==> config.mk <==
export PLATFORM = sky130hd
export DESIGN_NAME = sld_datapath
export DESIGN_NICKNAME = d
export VERILOG_FILES = /design/src/sld_alu.sv /design/src/sld_datapath.sv
export SDC_FILE = /design/constraint.sdc
export NUM_CORES = 1
export LEC_CHECK = 0
export ABC_AREA = 1
export BUFFER_PORTS_ARGS = -buffer_cell sky130_fd_sc_hd__buf_2
export CORE_MARGIN = 1.5
export CORE_UTILIZATION = 60
export CTS_BUF_LIST = sky130_fd_sc_hd__clkbuf_4 sky130_fd_sc_hd__clkbuf_8
export DETAILED_ROUTE_END_ITERATION = 8
export PLACE_DENSITY_LB_ADDON = 0.08
export SYNTH_ARGS = -nofsm -noshare
export SYNTH_HDL_FRONTEND = slang
export SYNTH_HIERARCHICAL = 1
export SYNTH_SLANG_ARGS = --single-unit
==> constraint.sdc <==
create_clock -name pclk -period 4.2 [get_ports pclk]
set_input_delay 0.63 -clock pclk [delete_from_list [all_inputs] [get_ports pclk]]
set_output_delay 0.63 -clock pclk [all_outputs]
set_load 0.02 [all_outputs]
==> src/sld_alu.sv <==
// Purpose: Package and combinational result unit of the shift, logic and bit datapath.
// Assumes: Operands are already selected by the caller; nothing here is clocked.
// Notes:   The caller decides where the result goes and which flags it may keep.

// ----------------------------------------------------------------------------
// Shared constants
// ----------------------------------------------------------------------------
package sld_pkg;
  localparam logic [7:0] SLD_OFF_WREG  = 8'h00;
  localparam logic [7:0] SLD_OFF_FLAGS = 8'h04;
  localparam logic [7:0] SLD_OFF_CMD   = 8'h08;
  localparam logic [7:0] SLD_OFF_MEM   = 8'h40;
  localparam logic [7:0] SLD_OFF_IO    = 8'h80;
  localparam int         SLD_MEM_WORDS = 16;
  localparam int         SLD_IO_REGS   = 4;
  localparam int         SLD_CMD_OP    = 0;
  localparam int         SLD_CMD_DSTM  = 4;
  localparam int         SLD_CMD_SRCM  = 5;
  localparam int         SLD_CMD_IO    = 6;
  localparam int         SLD_CMD_BIT   = 8;
  localparam int         SLD_CMD_ADDR  = 12;
  localparam int         SLD_CMD_IMM   = 16;
  localparam int         SLD_FLG_Z     = 0;
  localparam int         SLD_FLG_C     = 1;
  localparam int         SLD_FLG_HALF  = 2;
  localparam int         SLD_FLG_SRNG  = 3;
  localparam logic [7:0] SLD_WREG_RST  = 8'h00;
  localparam logic [3:0] SLD_FLAGS_RST = 4'h0;
  localparam logic [7:0] SLD_BYTE_RST  = 8'h00;

  typedef enum logic [3:0] {
    SLD_OP_SRZ  = 4'h0,
    SLD_OP_RRC  = 4'h1,
    SLD_OP_SLZ  = 4'h2,
    SLD_OP_RLC  = 4'h3,
    SLD_OP_SWAP = 4'h4,
    SLD_OP_AND  = 4'h5,
    SLD_OP_OR   = 4'h6,
    SLD_OP_XOR  = 4'h7,
    SLD_OP_NOT  = 4'h8,
    SLD_OP_NEG  = 4'h9,
    SLD_OP_BCLR = 4'ha,
    SLD_OP_BSET = 4'hb
  } sld_op_t;
endpackage

`timescale 1ns/100ps

// ----------------------------------------------------------------------------
// Result unit
// ----------------------------------------------------------------------------
module sld_alu
  import sld_pkg::*;
(
  input  wire logic [3:0] op,
  input  wire logic [7:0] wreg,
  input  wire logic [7:0] src,
  input  wire logic [7:0] tgt,
  input  wire logic       cin,
  input  wire logic [2:0] bitn,
  output logic      [7:0] res,
  output logic            cout,
  output logic            upd_z,
  output logic            upd_c,
  output logic            legal
);

  always_comb begin
    res   = tgt;
    cout  = cin;
    upd_z = 1'b0;
    upd_c = 1'b0;
    legal = 1'b1;
    case (op)
      SLD_OP_SRZ: begin
        res   = {1'b0, tgt[7:1]};
        cout  = tgt[0];
        upd_c = 1'b1;
      end
      SLD_OP_RRC: begin
        res   = {cin, tgt[7:1]};
        cout  = tgt[0];
        upd_c = 1'b1;
      end
      SLD_OP_SLZ: begin
        res   = {tgt[6:0], 1'b0};
        cout  = tgt[7];
        upd_c = 1'b1;
      end
      SLD_OP_RLC: begin
        res   = {tgt[6:0], cin};
        cout  = tgt[7];
        upd_c = 1'b1;
      end
      SLD_OP_SWAP: res = {tgt[3:0], tgt[7:4]};
      SLD_OP_AND: begin
        res   = wreg & src;
        upd_z = 1'b1;
      end
      SLD_OP_OR: begin
        res   = wreg | src;
        upd_z = 1'b1;
      end
      SLD_OP_XOR: begin
        res   = wreg ^ src;
        upd_z = 1'b1;
      end
      SLD_OP_NOT: begin
        res   = ~tgt;
        upd_z = 1'b1;
      end
      SLD_OP_NEG: begin
        res   = 8'(~tgt + 8'h01);
        upd_z = 1'b1;
      end
      SLD_OP_BCLR: res[bitn] = 1'b0;
      SLD_OP_BSET: res[bitn] = 1'b1;
      default:     legal = 1'b0;
    endcase
  end

endmodule // sld_alu

==> src/sld_datapath.sv <==
// Purpose: APB-reached shift, rotate, swap, logic, complement and bit datapath of an 8-bit core.
// Assumes: Single clock; software stands in for the instruction decoder through the command register.
// Notes:   A command executes at the APB write edge; results are visible to the very next read.
//
// Notes on behaviour
// - Shift right of working register fills bit 7 with zero; bit 0 to borrow.
// - Rotate right through borrow: old borrow into bit 7, bit 0 out.
// - Shift left fills bit 0 with zero; old bit 7 goes to borrow.
// - Rotate left through borrow: old borrow into bit 0, bit 7 out.
// - All four shifts also work in place on a memory byte.
// - Nibble swap of working register changes no flag.
// - AND with immediate or memory byte; only zero flag changes.
// - OR with immediate or memory byte; only zero flag changes.
// - XOR with immediate or memory byte; only zero flag changes.
// - XOR of working register into I/O register changes no flag.
// - One's complement in place of working register or memory; zero flag only.
// - Two's complement in place of working register or memory; zero flag only.
// - Bit clear on I/O register forces bit n low, no flag change.
// - Bit set on I/O register forces bit n high, no flag change.
// - Bit clear and set also work on memory bytes, no flag change.
//
// Added by the designer: the address map and the APB interface to the registers.

`timescale 1ns/100ps

module sld_datapath
  import sld_pkg::*;
(
  input  wire logic        pclk,
  input  wire logic        presetn,
  input  wire logic        psel,
  input  wire logic        penable,
  input  wire logic        pwrite,
  input  wire logic [7:0]  paddr,
  input  wire logic [31:0] pwdata,
  output logic      [31:0] prdata,
  output logic             pready,
  output logic             pslverr,
  output logic      [7:0]  working_register,
  output logic      [31:0] io_port
);

  // --------------------------------------------------------------------------
  // Helpers
  // --------------------------------------------------------------------------
  function automatic logic in_window(input logic [7:0] a, input logic [7:0] base, input int words);
    return (a >= base) && (a < 8'(int'(base) + words * 4));
  endfunction

  function automatic logic [3:0] word_index(input logic [7:0] a, input logic [7:0] base);
    return 4'((a - base) >> 2);
  endfunction

  // --------------------------------------------------------------------------
  // State
  // --------------------------------------------------------------------------
  logic [7:0]  wreg_q;
  logic [3:0]  flags_q;
  logic [7:0]  mem_q [SLD_MEM_WORDS];
  logic [7:0]  io_q  [SLD_IO_REGS];
  logic        pready_q;
  logic        pslverr_q;
  logic [31:0] prdata_q;

  // --------------------------------------------------------------------------
  // Command decode
  // --------------------------------------------------------------------------
  logic [3:0]  cmd_op;
  logic        cmd_dstm;
  logic        cmd_srcm;
  logic        cmd_io;
  logic [2:0]  cmd_bit;
  logic [3:0]  cmd_addr;
  logic [7:0]  cmd_imm;
  logic [7:0]  mem_byte;
  logic [7:0]  io_byte;
  logic [7:0]  src_byte;
  logic [7:0]  tgt_byte;
  logic [7:0]  alu_res;
  logic        alu_cout;
  logic        alu_upd_z;
  logic        alu_upd_c;
  logic        alu_legal;
  logic        cmd_legal;
  logic        bus_err;
  logic        acc_done;
  logic        op_go;
  logic        to_mem;
  logic        to_io;

  assign cmd_op   = pwdata[SLD_CMD_OP +: 4];
  assign cmd_dstm = pwdata[SLD_CMD_DSTM];
  assign cmd_srcm = pwdata[SLD_CMD_SRCM];
  assign cmd_io   = pwdata[SLD_CMD_IO];
  assign cmd_bit  = pwdata[SLD_CMD_BIT +: 3];
  assign cmd_addr = pwdata[SLD_CMD_ADDR +: 4];
  assign cmd_imm  = pwdata[SLD_CMD_IMM +: 8];
  assign mem_byte = mem_q[cmd_addr];
  assign io_byte  = io_q[cmd_addr[1:0]];

  // Logic ops read the memory byte when either the source or destination is memory.
  assign src_byte = cmd_io ? io_byte : ((cmd_srcm || cmd_dstm) ? mem_byte : cmd_imm);
  assign tgt_byte = cmd_io ? io_byte : (cmd_dstm ? mem_byte : wreg_q);

  // I/O space only accepts XOR, bit clear and bit set; I/O index must exist.
  assign cmd_legal = alu_legal &&
                     (!cmd_io || ((cmd_op == SLD_OP_XOR || cmd_op == SLD_OP_BCLR || cmd_op == SLD_OP_BSET)
                                  && cmd_addr < 4'(SLD_IO_REGS)));

  assign bus_err = (paddr[1:0] != 2'b00) ||
                   !(paddr == SLD_OFF_WREG || paddr == SLD_OFF_FLAGS || paddr == SLD_OFF_CMD ||
                     in_window(paddr, SLD_OFF_MEM, SLD_MEM_WORDS) || in_window(paddr, SLD_OFF_IO, SLD_IO_REGS)) ||
                   (pwrite && paddr == SLD_OFF_CMD && !cmd_legal);

  assign acc_done = psel && penable && pready_q && !pslverr_q;
  assign op_go    = acc_done && pwrite && paddr == SLD_OFF_CMD;
  assign to_io    = cmd_io;
  assign to_mem   = !cmd_io && cmd_dstm;

  sld_alu u_alu (
    .op    (cmd_op),
    .wreg  (wreg_q),
    .src   (src_byte),
    .tgt   (tgt_byte),
    .cin   (flags_q[SLD_FLG_C]),
    .bitn  (cmd_bit),
    .res   (alu_res),
    .cout  (alu_cout),
    .upd_z (alu_upd_z),
    .upd_c (alu_upd_c),
    .legal (alu_legal)
  );

  // --------------------------------------------------------------------------
  // APB handshake
  // --------------------------------------------------------------------------
  // Ready is raised at the setup edge, so every access has no wait state while
  // still coming from a flop.
  always_ff @(posedge pclk or negedge presetn) begin
    if (!presetn) begin
      pready_q  <= 1'b0;
      pslverr_q <= 1'b0;
      prdata_q  <= 32'h0000_0000;
    end else begin
      pready_q  <= psel && !penable;
      pslverr_q <= psel && !penable && bus_err;
      if (psel && !penable && !pwrite) begin
        // A refused read must not leak a neighbour's byte through an unaligned address.
        if (bus_err) begin
          prdata_q <= 32'h0000_0000;
        end else if (paddr == SLD_OFF_WREG) begin
          prdata_q <= {24'h00_0000, wreg_q};
        end else if (paddr == SLD_OFF_FLAGS) begin
          prdata_q <= {28'h000_0000, flags_q};
        end else if (in_window(paddr, SLD_OFF_MEM, SLD_MEM_WORDS)) begin
          prdata_q <= {24'h00_0000, mem_q[word_index(paddr, SLD_OFF_MEM)]};
        end else if (in_window(paddr, SLD_OFF_IO, SLD_IO_REGS)) begin
          prdata_q <= {24'h00_0000, io_q[2'(word_index(paddr, SLD_OFF_IO))]};
        end else begin
          prdata_q <= 32'h0000_0000;
        end
      end
    end
  end

  // --------------------------------------------------------------------------
  // Working register
  // --------------------------------------------------------------------------
  always_ff @(posedge pclk or negedge presetn) begin
    if (!presetn) begin
      wreg_q <= SLD_WREG_RST;
    end else if (acc_done && pwrite && paddr == SLD_OFF_WREG) begin
      wreg_q <= pwdata[7:0];
    end else if (op_go && !to_mem && !to_io) begin
      wreg_q <= alu_res;
    end
  end

  // --------------------------------------------------------------------------
  // Flags
  // --------------------------------------------------------------------------
  // Half and signed-range flags are only ever changed by software here.
  always_ff @(posedge pclk or negedge presetn) begin
    if (!presetn) begin
      flags_q <= SLD_FLAGS_RST;
    end else if (acc_done && pwrite && paddr == SLD_OFF_FLAGS) begin
      flags_q <= pwdata[3:0];
    end else if (op_go) begin
      if (alu_upd_c) begin
        flags_q[SLD_FLG_C] <= alu_cout;
      end
      if (alu_upd_z && !to_io) begin
        flags_q[SLD_FLG_Z] <= (alu_res == 8'h00);
      end
    end
  end

  // --------------------------------------------------------------------------
  // Data memory and I/O registers
  // --------------------------------------------------------------------------
  always_ff @(posedge pclk or negedge presetn) begin
    if (!presetn) begin
      for (int i = 0; i < SLD_MEM_WORDS; i++) begin
        mem_q[i] <= SLD_BYTE_RST;
      end
    end else if (acc_done && pwrite && in_window(paddr, SLD_OFF_MEM, SLD_MEM_WORDS)) begin
      mem_q[word_index(paddr, SLD_OFF_MEM)] <= pwdata[7:0];
    end else if (op_go && to_mem) begin
      mem_q[cmd_addr] <= alu_res;
    end
  end

  always_ff @(posedge pclk or negedge presetn) begin
    if (!presetn) begin
      for (int i = 0; i < SLD_IO_REGS; i++) begin
        io_q[i] <= SLD_BYTE_RST;
      end
    end else if (acc_done && pwrite && in_window(paddr, SLD_OFF_IO, SLD_IO_REGS)) begin
      io_q[2'(word_index(paddr, SLD_OFF_IO))] <= pwdata[7:0];
    end else if (op_go && to_io) begin
      io_q[cmd_addr[1:0]] <= alu_res;
    end
  end

  assign prdata           = prdata_q;
  assign pready           = pready_q;
  assign pslverr          = pslverr_q;
  assign working_register = wreg_q;
  assign io_port          = {io_q[3], io_q[2], io_q[1], io_q[0]};

  logic w_go;
  assign w_go = op_go && !to_mem && !to_io;
endmodule // sld_datapath

==> flow_summary.toml, run 1 <==
[outcome]
outcome = "complete, no violations"

[floorplan]
io_pins = 119
die_y_um = 156
rows = 55
die_area_um2 = 24300
core-area_um2 = 22800
die_w_um = 156
start_util_pct = 61.5

[global_route]
antenna_found_initial = 1
grt_usage_pct = 45.1
grt_overflow = 0
grt_pass1_vias = 15200
grt_pass1_wl_um = 82700
grt_max_degree = 95

[power_and_ir_drop]
leakagePower_uw = 0.00809
vdd_ir_drop_max_uv = 191
p_per_area_nw_per_um2 = 253

[synth]
ys.warnings.count = 6
ys_types = 39
postSynthCellCount = 2260
synthArstFlopShare_pct = 100
synthFlopType = "dfrtp_1"
syn_area_per_cell_um2 = 6.20
synth.cell_area_um2 = 14000
synth_seq_cells = 182
yosysSeqAreaShare_pct = 32.5
synth_edf_count = 0

[critical_path]
reg2reg_slack_ps = 740
startpoint_type = "input pin"
path_class = "input pin to register"
crit_fanout = 13
required_ps = 4610
endpoint_kind = "register"
critPathArrivalTime_ps = 4260

[cts]
cts_tree = "built"
cts_root_buffer = "clkbuf_8"
cts_buffer_depth = 2
ctsResizeCount = 0
clk_pin_slew_ps = 120
clkLatencyLatePin_ps = 510
htree_num_levels = 4
cts_inserted_buffers = 17
cts_setup_buffers = 0
cts_sinks = 182
hold_buffers = 0

[timing]
grt_setup_unrepaired = "no"
min_period_over_period_pct = 91.5
post-route-min-period_ps = 3840
tns_ps = 0
setup_viol = 0
clock_skew_ps = 29.0
worst_pin_slew_ps = 1010
slew_violations = 0
slew_headroom_pct = 32.4
final_hold_viol_count = 0
max_freq_ghz = 0.260

[drt]
vias = 16400
drc = 0
wl_per_cell_um = 20.1
drtIter0Drc = 2245
drt-total-wl_um = 53900
ant_nets = 0
drt_pass1_iterations = 8
viasPerCell = 6.13

[placed_design]
place.gp.congestion = 1.01
dpl.hpwl_um = 38900
placed_area_um2 = 15000
io_buffers = 85

[layout]
final_util_pct = 67.5
fin_area_um2 = 15400
drive_above_1_share_pct = 12.6
nets = 2413
syn2layout_area_growth_pct = 9.74

[worst_hold_path]
hold_class = "input pin to asynchronous set/reset pin"

[job]
max_cap_viol_count = 0
[layout make-up]
type                    count  area (um^2)
well taps                 313          392
multi-input cells        1769         8060
clock inverters            13          153
flip-flops and latches    182         4550
fillers                  2096         7400
inverters                 221          830
repair buffers            160         1130
clock buffers              19          255
diodes                      2         5.00
[cells in the mapped netlist, types with 8 or more instances]
library cell | instances | share of area (%)
buf_6 | 13 | 1.0
a21oi_1 | 20 | 0.71
nand2_2 | 25 | 1.1
nand3_1 | 186 | 6.6
buf_2 | 16 | 0.57
inv_1 | 168 | 4.5
o21ai_0 | 101 | 3.6
dfrtp_1 | 182 | 33
nor2_4 | 8 | 0.64
nor3_1 | 9 | 0.32
nor2_1 | 239 | 6.4
o22ai_1 | 156 | 7.0
clkbuf_1 | 47 | 1.3
a22oi_1 | 16 | 0.86
inv_2 | 48 | 1.3
o21ai_1 | 24 | 0.86
o211ai_1 | 23 | 1.2
nor2_2 | 13 | 0.58
ha_1 | 17 | 1.5
buf_4 | 30 | 1.6
nand2_1 | 866 | 23
nand4_1 | 12 | 0.54
[registers in the layout, indices dropped and copies added (netlist names)]
signal / count
mem_q: 128
pslverr: 1
io_port: 32
flags_q: 4
pready: 1
working_register: 8
prdata: 8
[cell usage in the layout (no fill, tap or decap), types with 17 or more instances in the layout]
master    Yosys  final
a21oi_1      20     20
buf_2        16     84
buf_4        30     64
clkbuf_8      0     18
conb_1        1     24
dfrtp_1     182    182
ha_1         17     17
inv_1       168    168
inv_2        48     48
nand2_1     866    866
nand2_2      25     25
nand3_1     186    186
nor2_1      239    239
o211ai_1     23     23
o21ai_0     101    101
o21ai_1      24     24
o22ai_1     156    156
[per-stage QoR]
stage	power (uW)	setup WS [ps]	std cells	hold WS (ps)
2_1_floorplan	2230	762	2283	334
3_3_place_gp	2590	220	2645	453
3_5_place_dp	2600	182	2645	460
4_1_cts	3840	669	2677	282
5_1_grt	3970	268	2678	302
6_report	3890	355	2679	208
[critical path: stages]
cell	delay, ps
buf_2	130
nand2_1	240
inv_2	170
buf_4	210
nand2_1	60
o21ai_0	100
o21ai_0	620
nand2_1	160
nor3_1	340
o21ai_1	140
inv_1	80
ha_1	220
nand2_1	70
nand2_1	50
inv_1	50
nand2_1	40
nor2_1	80
nand3_1	80
buf_4	180
inv_1	120
buf_12	190
o22ai_1	110
nand3_1	110
nand2_1	60
[layer usage]
metal  vias up  part of all wire [%]  wire length [um]  GRT usage [%]
met1      7435                    37             19800           57.3
met4         0                   8.1              4380           31.9
met3       315                    13              6920           9.58
met2      1195                    42             22900           68.3
li1       7486                     -                 -              -
met5         -                     0                 0              0
[power by group]
| group | internal (uW) | switching (uW) | leakage [uW] |
|---|---|---|---|
| Combinational | 238 | 606 | 0.00539 |
| Clock | 473 | 803 | 0.000204 |
| Sequential | 1760 | 6.75 | 0.00249 |
[logic make-up after synthesis]
logic type	Yosys count	synth area share, %
and+or+nand+nor	1372	40.2
buffers and inverters	332	10.6
DFF	182	32.5
AOI/OAI and AO/OA	356	15.2
other	1	0.0268
adders and majority gates	17	1.52
[path summary, 6_finish.rpt]
check / from / to / depth (start not counted)
setup / recovery: pwdata[12] / mem_q[78] / 24
hold reg to reg: mem_q[74] / mem_q[74] / 2
max in group asynchronous: presetn / mem_q[125] / 2
setup reg to reg: mem_q[32] / mem_q[92] / 21
hold / removal: presetn / flags_q[0] / 1
min in group pclk: penable / pready / 2
(Power assumes the default switching activity.)
==> inputs of run 2 (changes only) <==
--- a/config.mk
+++ b/config.mk
@@ -7,8 +7,10 @@
 export LEC_CHECK = 0
 export ABC_AREA = 1
 export BUFFER_PORTS_ARGS = -buffer_cell sky130_fd_sc_hd__buf_2
+export CELL_PAD_IN_SITES_DETAIL_PLACEMENT = 0
+export CELL_PAD_IN_SITES_GLOBAL_PLACEMENT = 1
 export CORE_MARGIN = 1.5
-export CORE_UTILIZATION = 60
+export CORE_UTILIZATION = 47
 export CTS_BUF_LIST = sky130_fd_sc_hd__clkbuf_4 sky130_fd_sc_hd__clkbuf_8
 export DETAILED_ROUTE_END_ITERATION = 8
 export PLACE_DENSITY_LB_ADDON = 0.08
==> run 2 against run 1 <==
Sequential share of layout area down 0.33 points. Cell count up 3.2%. Clock-buffer cell count increased by 1.
==> flow_summary.toml, run 2 (synthesis results as in run 1) <==
[cts]
cts_tree = "built"
cts_buffer_depth = 2
cts_root_buffer = "clkbuf_8"
hold_buffers = 0
cts_inserted_buffers = 17
clk_pin_slew_ps = 110
clkLatencyLatePin_ps = 510
cts_sinks = 182
cts_setup_buffers = 0
ctsResizeCount = 0
htree_num_levels = 4

[floorplan]
rows = 63
start_util_pct = 47.5
core-area_um2 = 29500
die_y_um = 176
die_area_um2 = 30900
die_w_um = 176
io_pins = 119

[timing]
slew_headroom_pct = 19.0
min_period_over_period_pct = 96.0
worst_pin_slew_ps = 1210
setup_viol = 0
clock_skew_ps = 26.1
post-route-min-period_ps = 4030
max_freq_ghz = 0.248
grt_setup_unrepaired = "no"
slew_violations = 0
hold_ws_ps = 202
final_hold_viol_count = 0

[global_route]
grt_pass1_vias = 14600
grt_max_degree = 108
grt_overflow = 0
grt_usage_pct = 37.7
antenna_found_initial = 0
grt_pass1_wl_um = 87200

[drt]
drt-total-wl_um = 57800
drt_pass1_iterations = 8
wl_per_cell_um = 20.9
viasPerCell = 5.78
vias = 16000
drtIter0Drc = 1634
drc = 0
ant_nets = 0

[layout]
regMostFlops = "mem_q"
multi_input_area_um2 = 8060
diodes = 0
register_area_um2 = 4550
fin_area_um2 = 15500
final_common_cell = "nand2_1"
nets = 2424
largest_reg_flops = 128
syn2layout_area_growth_pct = 11.0
fill_cells = 3155
stdcell_count = 2765
final_cell_mix = "nand2_1, nor2_1, nand3_1, dfrtp_1, inv_1"
drive_above_1_share_pct = 13.1

[worst_hold_path]
hold_class = "input pin to asynchronous set/reset pin"

[power_and_ir_drop]
leakagePower_uw = 0.00813
p_per_area_nw_per_um2 = 248
vdd_ir_drop_max_uv = 162
power_uw = 3860

[critical_path]
crit_fanout = 7
critical_path.reg2reg.endpoint = "mem_q[27]"
required_ps = 4650
endpoint_kind = "register"
reg2reg_slack_ps = 370
critPathArrivalTime_ps = 4480
path_class = "input pin to register"
crit-reg2reg-launch = "mem_q[34]"
worstRegToRegCells = 19
startpoint_type = "input pin"

[placed_design]
placed_area_um2 = 15200
place_inst = 2733
place.gp.congestion = 0.982
io_buffers = 85
dpl.hpwl_um = 42200

[outcome]
outcome = "complete, no violations"

[job]
max_cap_viol_count = 0
-- run 2: cell types whose count changed in the layout (fill, tap and decap cells not counted), sizes merged --
cell,delta
clkbuf,+2
diode,-2
clkinv,-2
buf,+10
clkinvlp,+2
inv,-1
-- run 2: routing by layer --
layer | vias up | track usage, % | share of wire, %
met3 | 165 | 7.62 | 9.8
met5 | - | 0 | 0
li1 | 7511 | - | -
met2 | 874 | 56.8 | 43
met1 | 7422 | 50.7 | 42
met4 | 0 | 20.6 | 5.7
-- run 2: final cells by class --
type / instances / share of cell area, %
multi-input cells: 1769 / 51.8
flip-flops and latches: 182 / 29.3
repair buffers: 171 / 7.91
inverters: 221 / 5.34
well taps: 390 / 3.14
clock buffers: 20 / 1.77
clock inverters: 12 / 0.724
-- run 2: per-stage QoR --
step                      TNS, ps  setup slack (ps)  util [%]
after floorplan                 0               762         -
after global placement       -465              -102      51.4
after detailed placement     -469              -102      51.4
after CTS                       0               405      52.7
after global routing            0              53.9      52.7
final                           0               168      52.7
-- run 2: how the worst max path moves through the flow --
stage / slack [ps] / end / startpoint / depth (start not counted)
3_3_place_gp: -100 / mem_q[91] / pwdata[13] / 24
5_1_grt: 50 / mem_q[115] / pwdata[13] / 24
3_5_place_dp: -100 / mem_q[91] / pwdata[13] / 24
2_1_floorplan: 760 / mem_q[106] / pwdata[13] / 22
4_1_cts: 410 / mem_q[91] / pwdata[13] / 24
6_report: 170 / mem_q[27] / pwdata[13] / 24
-- run 2: critical path, cell delays in order --
cell and delay, ps:
buf_2 150, nor2_2 80, inv_1 190, buf_4 220, o22ai_1 80, o21ai_0 230
buf_4 160, nand2_1 50, nor2_1 320, nand2_1 110, nand2_1 80, nand2_1 80
inv_1 70, ha_1 120, nand2_1 50, nand2_1 70, nor2_1 40, nand2_1 90
nor2_1 50, nor2_1 660, nand2_1 510, o22ai_1 250, nand3_1 110, nand2_1 80
-- run 2: report_power, final --
part | total [uW] | internal (uW) | switching [uW]
Sequential | 1770 | 1760 | 6.65
Clock | 1230 | 479 | 747
Combinational | 865 | 246 | 619
Total | 3860 | 2480 | 1370
